**src/pkg/pse_pkg.sv**
```systemverilog
// Shared constants and types for the PoE controller host-facing control logic.
package pse_pkg;

   // ------------------------------------------------------------
   // Target address layout
   // ------------------------------------------------------------
   localparam logic [3:0] ADDR_PREFIX     = 4'h4;  // Fixed upper address bits 0100.
   localparam int         ADDR_PREFIX_LSB = 3;     // Prefix sits above the three strap bits.
   localparam int         ADDR_W          = 7;
   localparam logic [6:0] ADDR_RST        = 7'h20; // Address shown before the first strap capture.

   // ------------------------------------------------------------
   // Ports and timing
   // ------------------------------------------------------------
   localparam int         NUM_PORTS      = 4;
   localparam int         CLK_PERIOD_PS  = 10000;  // 100 MHz system clock.
   localparam int         RESET_MIN_NS   = 10000;  // Least valid low time of the reset input.
   localparam int         RESET_MIN_CYC  = (RESET_MIN_NS * 1000 + CLK_PERIOD_PS - 1) / CLK_PERIOD_PS;
   localparam logic [3:0] BIT_CNT_RST    = 4'h0;
   localparam logic [3:0] BIT_CNT_LAST   = 4'h7;   // Eighth bit of the address byte.

   // ------------------------------------------------------------
   // Types
   // ------------------------------------------------------------
   typedef enum logic [3:0] {
      PSE_TGT_IDLE = 4'b0001,
      PSE_TGT_ADDR = 4'b0010,
      PSE_TGT_ACK  = 4'b0100,
      PSE_TGT_HOLD = 4'b1000
   } pse_tgt_state_t;

   typedef struct packed {
      logic busy;      // Between a start and the following stop.
      logic addr_hit;  // One-cycle pulse when the address byte matched.
   } pse_i2c_status_t;

endpackage

```
**src/hw/pse_i2c_tgt.sv**
```systemverilog
// Serial target front end: start/stop tracking, address match and acknowledge drive.
`timescale 1ns/1ps
module pse_i2c_tgt (
   input  wire logic                      i_clk,
   input  wire logic                      i_rst_n,
   input  wire logic                      i_scl,
   input  wire logic                      i_sda,
   input  wire logic [pse_pkg::ADDR_W-1:0] i_addr,
   output logic                           o_sda_out,
   output logic                           o_sda_oe,
   output pse_pkg::pse_i2c_status_t       o_status
);

   // ------------------------------------------------------------
   // Pin synchronisers
   // ------------------------------------------------------------
   logic [2:0] scl_q;
   logic [2:0] sda_q;

   // Stage 0 feeds only stage 1; stages 1 and 2 give the edge view.
   always_ff @(posedge i_clk or negedge i_rst_n) begin
      if (!i_rst_n) begin
         scl_q <= 3'h7;
         sda_q <= 3'h7;
      end else begin
         scl_q <= {scl_q[1:0], i_scl};
         sda_q <= {sda_q[1:0], i_sda};
      end
   end

   logic scl_rise;
   logic scl_fall;
   logic bus_start;
   logic bus_stop;

   // Data moving while the clock is high marks a start or a stop.
   assign scl_rise  = scl_q[1] & ~scl_q[2];
   assign scl_fall  = ~scl_q[1] & scl_q[2];
   assign bus_start = scl_q[1] & scl_q[2] & sda_q[2] & ~sda_q[1];
   assign bus_stop  = scl_q[1] & scl_q[2] & ~sda_q[2] & sda_q[1];

   // ------------------------------------------------------------
   // Address phase
   // ------------------------------------------------------------
   pse_pkg::pse_tgt_state_t state_q;
   logic [3:0]              bit_cnt_q;
   logic [7:0]              shift_q;
   logic                    ack_oe_q;
   logic                    hit_q;
   logic [7:0]              byte_now;

   assign byte_now = {shift_q[6:0], sda_q[1]};

   // Only the address byte is acknowledged; later bytes are left alone
   // because this block carries no register map of its own.
   always_ff @(posedge i_clk or negedge i_rst_n) begin
      if (!i_rst_n) begin
         state_q   <= pse_pkg::PSE_TGT_IDLE;
         bit_cnt_q <= pse_pkg::BIT_CNT_RST;
         shift_q   <= 8'h00;
         ack_oe_q  <= 1'b0;
         hit_q     <= 1'b0;
      end else begin
         hit_q <= 1'b0;
         if (bus_stop) begin
            state_q  <= pse_pkg::PSE_TGT_IDLE;
            ack_oe_q <= 1'b0;
         end else if (bus_start) begin
            state_q   <= pse_pkg::PSE_TGT_ADDR;
            bit_cnt_q <= pse_pkg::BIT_CNT_RST;
            ack_oe_q  <= 1'b0;
         end else begin
            case (state_q)
               pse_pkg::PSE_TGT_ADDR: begin
                  if (scl_rise) begin
                     shift_q   <= byte_now;
                     bit_cnt_q <= bit_cnt_q + 4'h1;
                     if (bit_cnt_q == pse_pkg::BIT_CNT_LAST) begin
                        if (byte_now[7:1] == i_addr) begin
                           state_q <= pse_pkg::PSE_TGT_ACK;
                           hit_q   <= 1'b1;
                        end else begin
                           state_q <= pse_pkg::PSE_TGT_HOLD;
                        end
                     end
                  end
               end
               pse_pkg::PSE_TGT_ACK: begin
                  // Drive low from the eighth falling edge to the ninth.
                  if (scl_fall) begin
                     ack_oe_q <= ~ack_oe_q;
                     if (ack_oe_q) begin
                        state_q <= pse_pkg::PSE_TGT_HOLD;
                     end
                  end
               end
               pse_pkg::PSE_TGT_HOLD: state_q <= pse_pkg::PSE_TGT_HOLD;
               pse_pkg::PSE_TGT_IDLE: state_q <= pse_pkg::PSE_TGT_IDLE;
               default:               state_q <= pse_pkg::PSE_TGT_IDLE;
            endcase
         end
      end
   end

   // Open-drain: the line is only ever pulled low.
   assign o_sda_out         = 1'b0;
   assign o_sda_oe          = ack_oe_q;
   assign o_status.busy     = (state_q != pse_pkg::PSE_TGT_IDLE);
   assign o_status.addr_hit = hit_q;

endmodule // pse_i2c_tgt

```
**src/hw/pse_host_ctrl.sv**
```systemverilog
// Host-facing control pins of a quad-port PoE controller: address straps, reset, alert and over-supply.
`timescale 1ns/1ps
module pse_host_ctrl (
   input  wire logic                          i_clk,
   input  wire logic                          i_rst_n,
   input  wire logic                          i_scl,
   input  wire logic                          i_sda,
   output logic                               o_sda_out,
   output logic                               o_sda_oe,
   input  wire logic                          i_addr_strap_low,
   input  wire logic                          i_addr_strap_mid,
   input  wire logic                          i_addr_strap_high,
   input  wire logic                          i_poe_supply_rail_ok,
   input  wire logic                          i_over_supply,
   input  wire logic [pse_pkg::NUM_PORTS-1:0] i_low_prio,
   input  wire logic [pse_pkg::NUM_PORTS-1:0] i_port_fault,
   output logic [pse_pkg::ADDR_W-1:0]         o_target_addr,
   output logic                               o_ctrl_halt,
   output logic [pse_pkg::NUM_PORTS-1:0]      o_port_force_off,
   output logic [pse_pkg::NUM_PORTS-1:0]      o_port_shed,
   output logic                               o_fault_alert_n_out,
   output logic                               o_fault_alert_oe
);

   // ------------------------------------------------------------
   // Reset release
   // ------------------------------------------------------------
   logic [1:0] rst_q;
   logic       rst_n;

   // Assertion is immediate, release is synchronous to avoid a ragged exit.
   always_ff @(posedge i_clk or negedge i_rst_n) begin
      if (!i_rst_n) begin
         rst_q <= 2'b00;
      end else begin
         rst_q <= {rst_q[0], 1'b1};
      end
   end

   assign rst_n = rst_q[1];

   // Held low, the controller stops and every port is forced off.
   assign o_ctrl_halt      = ~rst_n;
   assign o_port_force_off = {pse_pkg::NUM_PORTS{~rst_n}};

   // ------------------------------------------------------------
   // Input synchronisers
   // ------------------------------------------------------------
   logic [2:0] strap_s1_q;
   logic [2:0] strap_s2_q;
   logic [2:0] supply_q;
   logic [2:0] oss_q;

   // Straps are static, so their stages carry no reset.
   always_ff @(posedge i_clk) begin
      strap_s1_q <= {i_addr_strap_high, i_addr_strap_mid, i_addr_strap_low};
      strap_s2_q <= strap_s1_q;
   end

   // Both pins idle high, so their stages reset high to avoid a false edge after
   // release; a rail that is still low at release only shows a harmless fall.
   always_ff @(posedge i_clk or negedge rst_n) begin
      if (!rst_n) begin
         supply_q <= 3'h7;
         oss_q    <= 3'h7;
      end else begin
         supply_q <= {supply_q[1:0], i_poe_supply_rail_ok};
         oss_q    <= {oss_q[1:0], i_over_supply};
      end
   end

   // ------------------------------------------------------------
   // Address capture
   // ------------------------------------------------------------
   logic                        armed_q;
   logic                        capture;
   logic [pse_pkg::ADDR_W-1:0]  addr_q;

   // Capture on the first cycle after release and on each supply rise.
   assign capture = ~armed_q | (supply_q[1] & ~supply_q[2]);

   always_ff @(posedge i_clk or negedge rst_n) begin
      if (!rst_n) begin
         armed_q <= 1'b0;
         addr_q  <= pse_pkg::ADDR_RST;
      end else begin
         armed_q <= 1'b1;
         if (capture) begin
            addr_q <= {pse_pkg::ADDR_PREFIX, strap_s2_q};
         end
      end
   end

   assign o_target_addr = addr_q;

   // ------------------------------------------------------------
   // Serial target
   // ------------------------------------------------------------
   pse_pkg::pse_i2c_status_t bus_stat;

   pse_i2c_tgt u_tgt (
      .i_clk     (i_clk),
      .i_rst_n   (rst_n),
      .i_scl     (i_scl),
      .i_sda     (i_sda),
      .i_addr    (addr_q),
      .o_sda_out (o_sda_out),
      .o_sda_oe  (o_sda_oe),
      .o_status  (bus_stat)
   );

   // ------------------------------------------------------------
   // Emergency shedding
   // ------------------------------------------------------------
   logic                          oss_rise;
   logic [pse_pkg::NUM_PORTS-1:0] shed_q;

   assign oss_rise = oss_q[1] & ~oss_q[2];

   // One-cycle shed request per low-priority port; others are untouched.
   always_ff @(posedge i_clk or negedge rst_n) begin
      if (!rst_n) begin
         shed_q <= '0;
      end else begin
         shed_q <= oss_rise ? i_low_prio : '0;
      end
   end

   assign o_port_shed = shed_q;

   // ------------------------------------------------------------
   // Fault alert
   // ------------------------------------------------------------
   logic fault_pending;
   logic alert_q;

   assign fault_pending = |i_port_fault;

   // Updating only while the bus is idle keeps the level steady across a
   // transaction; the cost is an alert delayed until the stop.
   always_ff @(posedge i_clk or negedge rst_n) begin
      if (!rst_n) begin
         alert_q <= 1'b0;
      end else if (!bus_stat.busy) begin
         alert_q <= fault_pending;
      end
   end

   assign o_fault_alert_n_out = 1'b0;
   assign o_fault_alert_oe    = alert_q;
endmodule // pse_host_ctrl

```
**config.mk**
```make
export PLATFORM = sky130hd
export DESIGN_NAME = pse_host_ctrl
export DESIGN_NICKNAME = d
export VERILOG_FILES = /design/src/pkg/pse_pkg.sv /design/src/hw/pse_i2c_tgt.sv /design/src/hw/pse_host_ctrl.sv
export SDC_FILE = /design/constraint.sdc
export NUM_CORES = 1
export LEC_CHECK = 0
export ABC_CLOCK_PERIOD_IN_PS = 2600
export BUFFER_PORTS_ARGS = -buffer_cell sky130_fd_sc_hd__buf_4
export CORE_MARGIN = 2
export CORE_UTILIZATION = 40
export CTS_CLUSTER_SIZE = 25
export DETAILED_ROUTE_END_ITERATION = 10
export MAX_ROUTING_LAYER = met4
export PLACE_DENSITY = 0.63
export SYNTH_ARGS = -nofsm -noshare
export SYNTH_HDL_FRONTEND = slang
export SYNTH_SLANG_ARGS = --single-unit
```
**constraint.sdc**
```tcl
create_clock -name i_clk -period 2.6 [get_ports i_clk]
set_input_delay 0 -clock i_clk [delete_from_list [all_inputs] [get_ports i_clk]]
set_output_delay 0 -clock i_clk [all_outputs]
set_load 0.05 [all_outputs]
```
=== After elaboration in Yosys (flattened, before gate mapping) ===
Cells that the tools add are included.

* $add $sub $neg: 1
* Multiply operators: 0
* Div/mod/pow operators: 0
* $lt $le $gt $ge: 0
* Eq/ne operators: 10
* Shift operators: 0
* Multiplexer cells: 16
* Bitwise operators: 21
* Reductions and logical operators: 9

{| class="wikitable"
|+ Operators by type and width
! cell !! count
|-
| 4-bit two-way mux || 11
|-
| 4-bit by 1-bit != test with 1-bit output, second input constant || 5
|-
| 4-bit case mux with 3 select lines || 1
|-
| 1-bit NOT || 11
|-
| 1-bit bitwise AND || 9
|-
| 4-bit by 3-bit equality test with 1-bit output, second input constant || 2
|-
| 4-bit AND reduction || 2
|-
| 7-bit by 6-bit equality test with 1-bit output || 1
|-
| 3-bit nonzero test || 2
|-
| 4-bit by 1-bit adder with 4-bit output, second input constant || 1
|-
| 4-bit by 2-bit equality test with 1-bit output, second input constant || 1
|-
| 4-bit equality test, second input constant || 1
|-
| 1-bit two-way mux || 4
|-
| 2-bit nonzero test || 2
|-
| 4-bit OR reduction || 1
|-
| 3-bit AND reduction || 1
|-
| 2-bit AND reduction || 1
|-
| 1-bit OR || 1
|}

* Bits in registers: 45
* Latch bits: 0
* Memory bits (writable): 0
* ROM bits: 0
* Input port bits: 17
* Output and inout bits: 20
* Logic and storage cells: 72
* Memories: 0

=== Longest topological paths before layout ===
Gate-level depths: netlist of the first run.

* Depth in word-level cells: 7
* Depth in mapped cells: 6
* Gate-level depth less buffers: 4

=== Modules after synthesis ===
A second synthesis of the first run with hierarchy kept.

* Cells, all modules: 135
* Area total of the unflattened synthesis: 1845.5 um^2

{| class="wikitable"
|+ By module, submodules not included
! module !! times used !! cells an instance !! area each (um^2) !! seq. area each (um^2)
|-
| pse_i2c_tgt || 1 || 87 || 1102.3 || 584.3
|-
| pse_host_ctrl || 1 || 48 || 743.2 || 553.0
|}

=== Least setup slack after synthesis of the first run ===
Ideal clock, no wire load.

* Kind: register to output
* From: register rst_q[1]
* To: output o_port_force_off[0] (netlist bit)
* Arrival time: 2.007 ns
* Required time: 2.600 ns
* Setup slack: 0.593 ns
* Stages on the path, launching flop included: 3
* Path buffers: 1
* Cells stage by stage: dfrtp_1 inv_1 buf_4

* Longest elaborated chain between the ends: 1

{| class="wikitable"
|+ Ends and longest elaborated chain
! what !! line !! RTL
|-
| start, declared || pse_host_ctrl.sv:28 || <nowiki>logic [1:0] rst_q;</nowiki>
|-
| start signal, assigned || pse_host_ctrl.sv:36 || <nowiki>rst_q <= {rst_q[0], 1'b1};</nowiki>
|-
| 1-bit NOT || - ||
|-
| end, declared || pse_host_ctrl.sv:19 || <nowiki>output logic [pse_pkg::NUM_PORTS-1:0] o_port_force_off,</nowiki>
|}

Every way passes these cells.

=== Final worst setup path of the first run ===
* From: register u_tgt.state_q[3]
* To: register u_tgt.bit_cnt_q[2]

* Longest elaborated chain between the ends: 3

{| class="wikitable"
|+ Ends and longest elaborated chain
! what !! line !! RTL
|-
| start, declared || pse_i2c_tgt.sv:45 || <nowiki>pse_pkg::pse_tgt_state_t state_q;</nowiki>
|-
| start signal, assigned || pse_i2c_tgt.sv:58 || <nowiki>state_q <= pse_pkg::PSE_TGT_IDLE;</nowiki>
|-
| start signal, assigned || pse_i2c_tgt.sv:66 || <nowiki>state_q <= pse_pkg::PSE_TGT_IDLE;</nowiki>
|-
| start signal, assigned || pse_i2c_tgt.sv:69 || <nowiki>state_q <= pse_pkg::PSE_TGT_ADDR;</nowiki>
|-
| 4-bit by 2-bit equality test with 1-bit output || pse_i2c_tgt.sv:73 || <nowiki>case (state_q)</nowiki>
|-
| 2-bit nonzero test (no line) || - ||
|-
| 3-bit AND reduction (no line) || - ||
|-
| end signal, assigned || pse_i2c_tgt.sv:59 || <nowiki>bit_cnt_q <= pse_pkg::BIT_CNT_RST;</nowiki>
|-
| end signal, assigned || pse_i2c_tgt.sv:70 || <nowiki>bit_cnt_q <= pse_pkg::BIT_CNT_RST;</nowiki>
|-
| end signal, assigned || pse_i2c_tgt.sv:77 || <nowiki>bit_cnt_q <= bit_cnt_q + 4'h1;</nowiki>
|-
| end, declared || pse_i2c_tgt.sv:46 || <nowiki>logic [3:0] bit_cnt_q;</nowiki>
|}

Every way passes these cells.
A chain may end at the register's enable or synchronous reset.

==> results of run 1 <==
-- area by class of cell --
class,count,area [µm²]
clock inverter,3,45.0
fill,365,2070
clock buffer,5,68.8
inverter,3,11.3
multi-input combinational,77,566
timing repair buffer,44,360
tap,52,65.1
sequential,45,1110
-- sequential cells by signal (all words and copies together), names as in the netlist, 2 cells and up --
name / cells
oss_q: 3
strap_s2_q: 3
u_tgt.sda_q: 3
rst_q: 2
o_target_addr: 3
strap_s1_q: 3
o_port_shed: 4
u_tgt.shift_q: 7
u_tgt.scl_q: 3
supply_q: 3
u_tgt.state_q: 4
u_tgt.bit_cnt_q: 4
-- how the worst max path moves through the flow --
stage / to / slack [ps]
floorplan: o_port_force_off[0] / 590
global placement: u_tgt.bit_cnt_q[2] / 1130
detailed placement: u_tgt.bit_cnt_q[2] / 1060
CTS: u_tgt.bit_cnt_q[2] / 1050
global route: u_tgt.bit_cnt_q[2] / 960
finish: u_tgt.bit_cnt_q[2] / 1050
-- per-stage QoR --
step | cells | hold WS, ps | total power [µW] | worst slack (ps) | util
finish | 229 | 13.1 | 1410 | 1050 | 0.519
global route | 229 | 7.41 | 1480 | 964 | 0.519
CTS | 229 | 0.375 | 1430 | 1050 | 0.519
detailed placement | 209 | -217 | 903 | 1060 | 0.464
global placement | 209 | -218 | 899 | 1130 | 0.464
floorplan | 138 | -296 | 864 | 593 | -
-- where the power goes --
group / internal, µW / leakage (µW) / switching (µW)
sequential: 732 / 0.000529 / 16.2
clock: 288 / 0.0000587 / 221
combinational: 58.9 / 0.000458 / 93.9
total: 1080 / 0.00105 / 331
-- routing by layer --
metal | GRT usage | vias to the layer above
li1 | - | 519
met1 | 0.137 | 516
met2 | 0.199 | 23
met3 | 0.0317 | 2
met4 | 0.0641 | 0
met5 | - | -
-- worst reg2reg max path, cell delays in order, from the launching register on --
cell	delay, ps
sky130_fd_sc_hd__dfrtp_1	480
sky130_fd_sc_hd__nor4b_4	390
sky130_fd_sc_hd__nand2_4	200
sky130_fd_sc_hd__a311o_1	360
-- cells by family (layout without fill, tap and decap cells) --
family	after synthesis	in the layout	share of synthesized area
xor gates and xnor gates	8	8	0.0396
AOI/OAI and AO/OA	13	13	0.0481
and+or+nand+nor	36	36	0.130
adders and majority gates	1	1	0.00707
muxes	11	11	0.0778
other	2	8	0.00424
DFF	45	45	0.629
buffers and inverters	16	55	0.0644
-- synthesized netlist by cell type --
library cell                n  area [µm²]
sky130_fd_sc_hd__a21oi_1    3        15.0
sky130_fd_sc_hd__a311o_1    1        10.0
sky130_fd_sc_hd__a31o_2     3        26.3
sky130_fd_sc_hd__a31oi_1    1        6.26
sky130_fd_sc_hd__and2_1     4        25.0
sky130_fd_sc_hd__and2b_1    1        7.51
sky130_fd_sc_hd__and3_2     1        7.51
sky130_fd_sc_hd__and4_1     1        8.76
sky130_fd_sc_hd__buf_2      1        5.00
sky130_fd_sc_hd__buf_4     10        75.1
sky130_fd_sc_hd__buf_6      2        22.5
sky130_fd_sc_hd__conb_1     2        7.51
sky130_fd_sc_hd__dfrtp_1   26         651
sky130_fd_sc_hd__dfstp_2   13         342
sky130_fd_sc_hd__dfxtp_1    6         120
sky130_fd_sc_hd__ha_1       1        12.5
sky130_fd_sc_hd__inv_1      3        11.3
sky130_fd_sc_hd__mux2_2     6        67.6
sky130_fd_sc_hd__mux2_4     4        60.1
sky130_fd_sc_hd__mux2i_1    1        10.0
sky130_fd_sc_hd__nand2_1    6        22.5
sky130_fd_sc_hd__nand2_4    1        11.3
sky130_fd_sc_hd__nand3_1    2        10.0
sky130_fd_sc_hd__nand4_1    1        6.26
sky130_fd_sc_hd__nand4b_1   2        17.5
sky130_fd_sc_hd__nor2_1     7        26.3
sky130_fd_sc_hd__nor2b_1    2        12.5
sky130_fd_sc_hd__nor3b_1    2        15.0
sky130_fd_sc_hd__nor4_1     2        12.5
sky130_fd_sc_hd__nor4b_1    2        17.5
sky130_fd_sc_hd__nor4b_4    1        23.8
sky130_fd_sc_hd__o211ai_1   1        7.51
sky130_fd_sc_hd__o21ai_0    4        20.0
sky130_fd_sc_hd__or3_1      1        6.26
sky130_fd_sc_hd__xnor2_1    5        43.8
sky130_fd_sc_hd__xor2_1     3        26.3
-- repair_timing --
item | 4_1_cts | 5_1_grt
buffers inserted | 0 | 0
hold buffers | 12 | 0
hold endpoints to repair | 13 | 0
==> results.ini, run 1 <==
[synthesis]
synth_area_per_cell_um2 = 13.4
post_synth_cell_types = 36
yosysSeqAreaShare = 0.629
synth.cell_area_um2 = 1770
netlist_instances = 132
postSynthRegisterBits = 45
synthesis.yosys.warnings = 0

[detailed_routing]
detailedRoute.firstIterationViolations = 28
dr.pass1.iters = 4
highest_signal_layer_in_the_routed_design = met4
avgRoutedWirePerCell_um = 11.6
postRouteWirelength_um = 2660
drc = 0
wirelength_met1_um = 1080
dr_wl_met3_um = 92
via_count = 1060
detail-route-antenna-nets = 0
met2WireLength_um = 1470
drt-vias-per-instance = 4.63

[floorplan]
initial_core_utilization = 0.412
die_area_um2 = 4970
ios = 37
floorplan.die.height_um = 70.5
design.core.area_um2 = 4290
chipWidth_um = 70.5
placementRows = 24

[worst_setup_path]
worst-path-max-fanout = 15
setup.worst_path.start = u_tgt.state_q[3]
largest_stage_delay_on_the_critical_path_ps = 480
r2r.worst_path.cells = 3
worst_path_dominant_cell_family = simple AND/OR/NAND/NOR gates
reg2reg_to = u_tgt.bit_cnt_q[2]
path_class = register to register
worstPathBufferInverterCount = 0
reg2reg_slack_ps = 1050
startpoint_type = register
worst_ep_arrival_time_ps = 1720
worstPathCellList = nor4b_4 -> nand2_4 -> a311o_1
crit_path_end_kind = register
cp_data_required_time_ps = 2770
critical_path.reg2reg.startpoint = u_tgt.state_q[3]
standard_cell_with_the_maximum_stage_delay_on_the_critical_path = sky130_fd_sc_hd__dfrtp_1
timing.critical_path.depth = 3

[clocking]
numClockSinks = 45
clock_tree.root_cell = sky130_fd_sc_hd__clkbuf_8
clkLatencyLatePin_ps = 290
cts-resized-gates = 0
cts_inserted_buffers = 5
clockBufferDepth = 2
cts_htree_levels = 2
tritoncts = built
path_clk_slew_ps = 80

[sta]
fmax_mhz = 646
finalMaxSlewViolations = 0
min_period_ps = 1550
layout_worst_path_cycle_share = 0.596
setup_violations = 0
report.final.hold_viol_count = 0
setup-tns-final_ps = 0
clock_skew_ps = 4.95
rsz0062_at_grt = no

[placement]
placed_area_um2 = 1990
finalWeightedCongestion = 0.771
hpwlAfterDp_um = 1950
io_buffer_count = 30

[finish]
mostFrequentLayoutCell = sky130_fd_sc_hd__buf_4
antenna_diode_count = 0
final_nets = 194
final_area_um2 = 2230
area_growth_syn_to_layout_pct = 26.0
layout-drive-gt1-share = 0.390
layout_common_cells = sky130_fd_sc_hd__buf_4 (32), sky130_fd_sc_hd__dfrtp_1 (26), sky130_fd_sc_hd__dfstp_2 (13)

[global_route]
grt_antenna_before_repair = 0
first_global_vias = 1046
overflow = 0
grt_util_all_layers = 0.122
pin_count_of_the_biggest_net_entering_global_routing = 20
grt_first_pass_wirelength_um = 4570

[job]
max_cap_violations = 0

[pwr]
leakage_uw = 0.00105
cellPowerDensity_nw_per_um2 = 633
power.ir.vdd_worst_mv = 0.525

[min_path]
hold_path_class = primary input to asynchronous set/reset pin

[outcome]
run_status = finished, final reports clean

(Power assumes the default switching activity.)
==> inputs of run 2 (changes only) <==
- ABC_CLOCK_PERIOD_IN_PS: 2600 -> 1300
- PLACE_DENSITY: 0.63 -> 0.66
- clock period: 2.6 -> 1.3 ns (I/O delays scaled with it)
==> run 2 against run 1 <==
  * The run now ends with negative setup slack left
  * Fmax increased by 6.9%
  * Cell count increased by 11%
  * Sequential power increased by 100%
  * Worst setup slack got worse by 1200 ps
  * Die area unchanged
  * Clock power increased by 110%
  * Sequential cell count unchanged
  * Critical path depth increased by 1
  * Hold slack improved by 10 ps
  * Largest cell class unchanged
  * Highest routed layer unchanged
==> results.ini, run 2 (same netlist as run 1, synthesis figures left out) <==
[outcome]
run_status = finished, violations left  ; was finished, final reports clean
violations = negative setup slack

[clocking]
clkLatencyLatePin_ps = 300  ; was 290 ps
path_clk_slew_ps = 80  ; about the same
cts_inserted_buffers = 5  ; unchanged
cts_htree_levels = 2  ; unchanged
tritoncts = built  ; unchanged
clockBufferDepth = 2  ; unchanged
numClockSinks = 45  ; unchanged
clock_tree.root_cell = sky130_fd_sc_hd__clkbuf_8  ; unchanged

[global_route]
grt_first_pass_wirelength_um = 5370  ; was 4570 µm
pin_count_of_the_biggest_net_entering_global_routing = 38  ; was 20
first_global_vias = 1226  ; was 1046
grt_antenna_before_repair = 0  ; unchanged
overflow = 0  ; unchanged
grt_util_all_layers = 0.146  ; was 0.122

[finish]
final_nets = 219  ; was 194
mostFrequentLayoutCell = sky130_fd_sc_hd__buf_4  ; unchanged
area_growth_syn_to_layout_pct = 44.8  ; was 26.0%
layout-drive-gt1-share = 0.530  ; was 0.390
layout_common_cells = sky130_fd_sc_hd__buf_4 (47), sky130_fd_sc_hd__dfrtp_1 (22), sky130_fd_sc_hd__dlygate4sd3_1 (16)  ; was sky130_fd_sc_hd__buf_4 (32), sky130_fd_sc_hd__dfrtp_1 (26), sky130_fd_sc_hd__dfstp_2 (13)
antenna_diode_count = 0  ; unchanged
final_core_utilization = 0.597  ; was 0.519
largest_register_ffs = 7  ; unchanged
max_flop_register = u_tgt.shift_q  ; unchanged

[worst_setup_path]
standard_cell_with_the_maximum_stage_delay_on_the_critical_path = sky130_fd_sc_hd__dfstp_2  ; was sky130_fd_sc_hd__dfrtp_1
worstPathCellList = and2b_2 -> nand4b_1 -> or3_1 -> a21oi_2  ; was nor4b_4 -> nand2_4 -> a311o_1
startpoint_type = register  ; unchanged
worst-path-max-fanout = 3  ; was 15
r2r.worst_path.cells = 4  ; was 3
path_class = register to register  ; unchanged
cp_data_required_time_ps = 1530  ; was 2770 ps
critical_path.reg2reg.startpoint = u_tgt.scl_q[1]  ; was u_tgt.state_q[3]
crit_path_end_kind = register  ; unchanged
reg2reg_slack_ps = -150  ; was 1050 ps
reg2reg_to = u_tgt.state_q[2]  ; was u_tgt.bit_cnt_q[2]
worst_ep_arrival_time_ps = 1680  ; was 1720 ps
largest_stage_delay_on_the_critical_path_ps = 540  ; was 480 ps

[pwr]
seq_power_share = 0.511  ; was 0.531
p_total_uw = 2930  ; was 1410 µW
leakage_uw = 0.00118  ; was 0.00105 µW
p_sw_frac = 0.235  ; about the same
cellPowerDensity_nw_per_um2 = 1140  ; was 633 nW/µm²
clock_power_share = 0.365  ; was 0.361
p_sw_uw = 688  ; was 331 µW
power.share.combinational = 0.124  ; was 0.108
power.ir.vdd_worst_mv = 0.836  ; was 0.525 mV
intPower_uw = 2240  ; was 1080 µW

[detailed_routing]
avgRoutedWirePerCell_um = 13.0  ; was 11.6 µm
detailedRoute.firstIterationViolations = 24  ; was 28
postRouteWirelength_um = 3300  ; was 2660 µm
dr.pass1.iters = 4  ; unchanged
detail-route-antenna-nets = 0  ; unchanged
via_count = 1191  ; was 1060
drc = 0  ; unchanged
drt-vias-per-instance = 4.69  ; was 4.63

[floorplan]
initial_core_utilization = 0.412  ; unchanged
placementRows = 24  ; unchanged
die_area_um2 = 4970  ; unchanged
ios = 37  ; unchanged
chipWidth_um = 70.5  ; unchanged
floorplan.die.height_um = 70.5  ; unchanged
design.core.area_um2 = 4290  ; unchanged

[job]
max_cap_violations = 0  ; unchanged

[sta]
timing.final.ws_setup_ps = -148  ; was 1050 ps
finalMaxSlewViolations = 0  ; unchanged
report.final.hold_viol_count = 0  ; unchanged
setup_violations = 16  ; was 0
rsz0062_at_grt = yes  ; was no
hold-worst-slack_ps = 23.4  ; was 13.1 ps
fmax_mhz = 690  ; was 646 MHz
clock_skew_ps = 8.94  ; was 4.95 ps
layout_worst_path_cycle_share = 1.11  ; was 0.596
min_period_ps = 1450  ; was 1550 ps
setup-tns-final_ps = -1520  ; was 0 ps

[placement]
hpwlAfterDp_um = 2020  ; was 1950 µm
io_buffer_count = 30  ; unchanged
finalWeightedCongestion = 0.829  ; was 0.771

[min_path]
hold_path_class = primary input to asynchronous set/reset pin  ; unchanged

-- run 2: changes by cell type in the layout (fill, tap and decap cells not counted), sizes merged --
cell	delta
inv	-2
buf	+21
clkinvlp	+1
clkinv	-1
dlygate4sd3	+4
clkbuf	+2
-- run 2: per-stage QoR --
step                setup slack (ps)  cell area (µm²)  cells
finish                          -148             2560    254
global route                    -221             2560    254
CTS                             -151             2480    250
detailed placement              -163             2100    221
global placement                -115             2100    221
floorplan                       -183             1820    138
-- run 2: worst max-delay path by stage --
stage	startpoint	endpoint	slack (ps)
3_3_place_gp	u_tgt.scl_q[2]	u_tgt.bit_cnt_q[2]	-120
5_1_grt	u_tgt.scl_q[1]	u_tgt.state_q[2]	-220
4_1_cts	u_tgt.scl_q[1]	u_tgt.state_q[2]	-150
3_5_place_dp	u_tgt.state_q[3]	u_tgt.bit_cnt_q[2]	-160
2_1_floorplan	u_tgt.state_q[3]	u_tgt.bit_cnt_q[2]	-180
6_report	u_tgt.scl_q[1]	u_tgt.state_q[2]	-150
-- run 2: final cells by class --
class | instances | area [µm²]
timing repair buffer | 69 | 581
sequential | 45 | 1120
clock buffer | 7 | 86.3
fill | 334 | 1730
multi-input combinational | 77 | 666
tap | 52 | 65.1
inverter | 3 | 15.0
clock inverter | 1 | 30.0
-- run 2: critical path: cells and delay by family (launching register included) --
family             cells  cell delay [ps]
DFF                    1              540
and+or+nand+nor        3              740
AOI/OAI and AO/OA      1              110
-- run 2: power by group through the flow --
stage                     Clock, µW  Combinational, µW  Sequential, µW
after floorplan                   0                147            1590
after global placement            0                293            1520
after detailed placement          0                298            1530
after CTS                      1100                351            1500
after global routing           1150                385            1510
final                          1070                364            1500
-- run 2: routing by layer --
metal,part of all wire,up-vias,GRT usage
met1,0.38,586,0.144
met5,0,-,-
li1,-,567,-
met3,0.042,9,0.0346
met2,0.55,29,0.271
met4,0.025,0,0.0577
-- run 2: timing repair --
action | 4_1_cts | 5_1_grt
buffers inserted | 5 | 4
endpoints found under the setup margin | 16 | 17
pin swaps | 13 | 9
endpoints found under the hold margin | 14 | 0
hold buffers | 16 | 0
gates resized for setup | 16 | 11
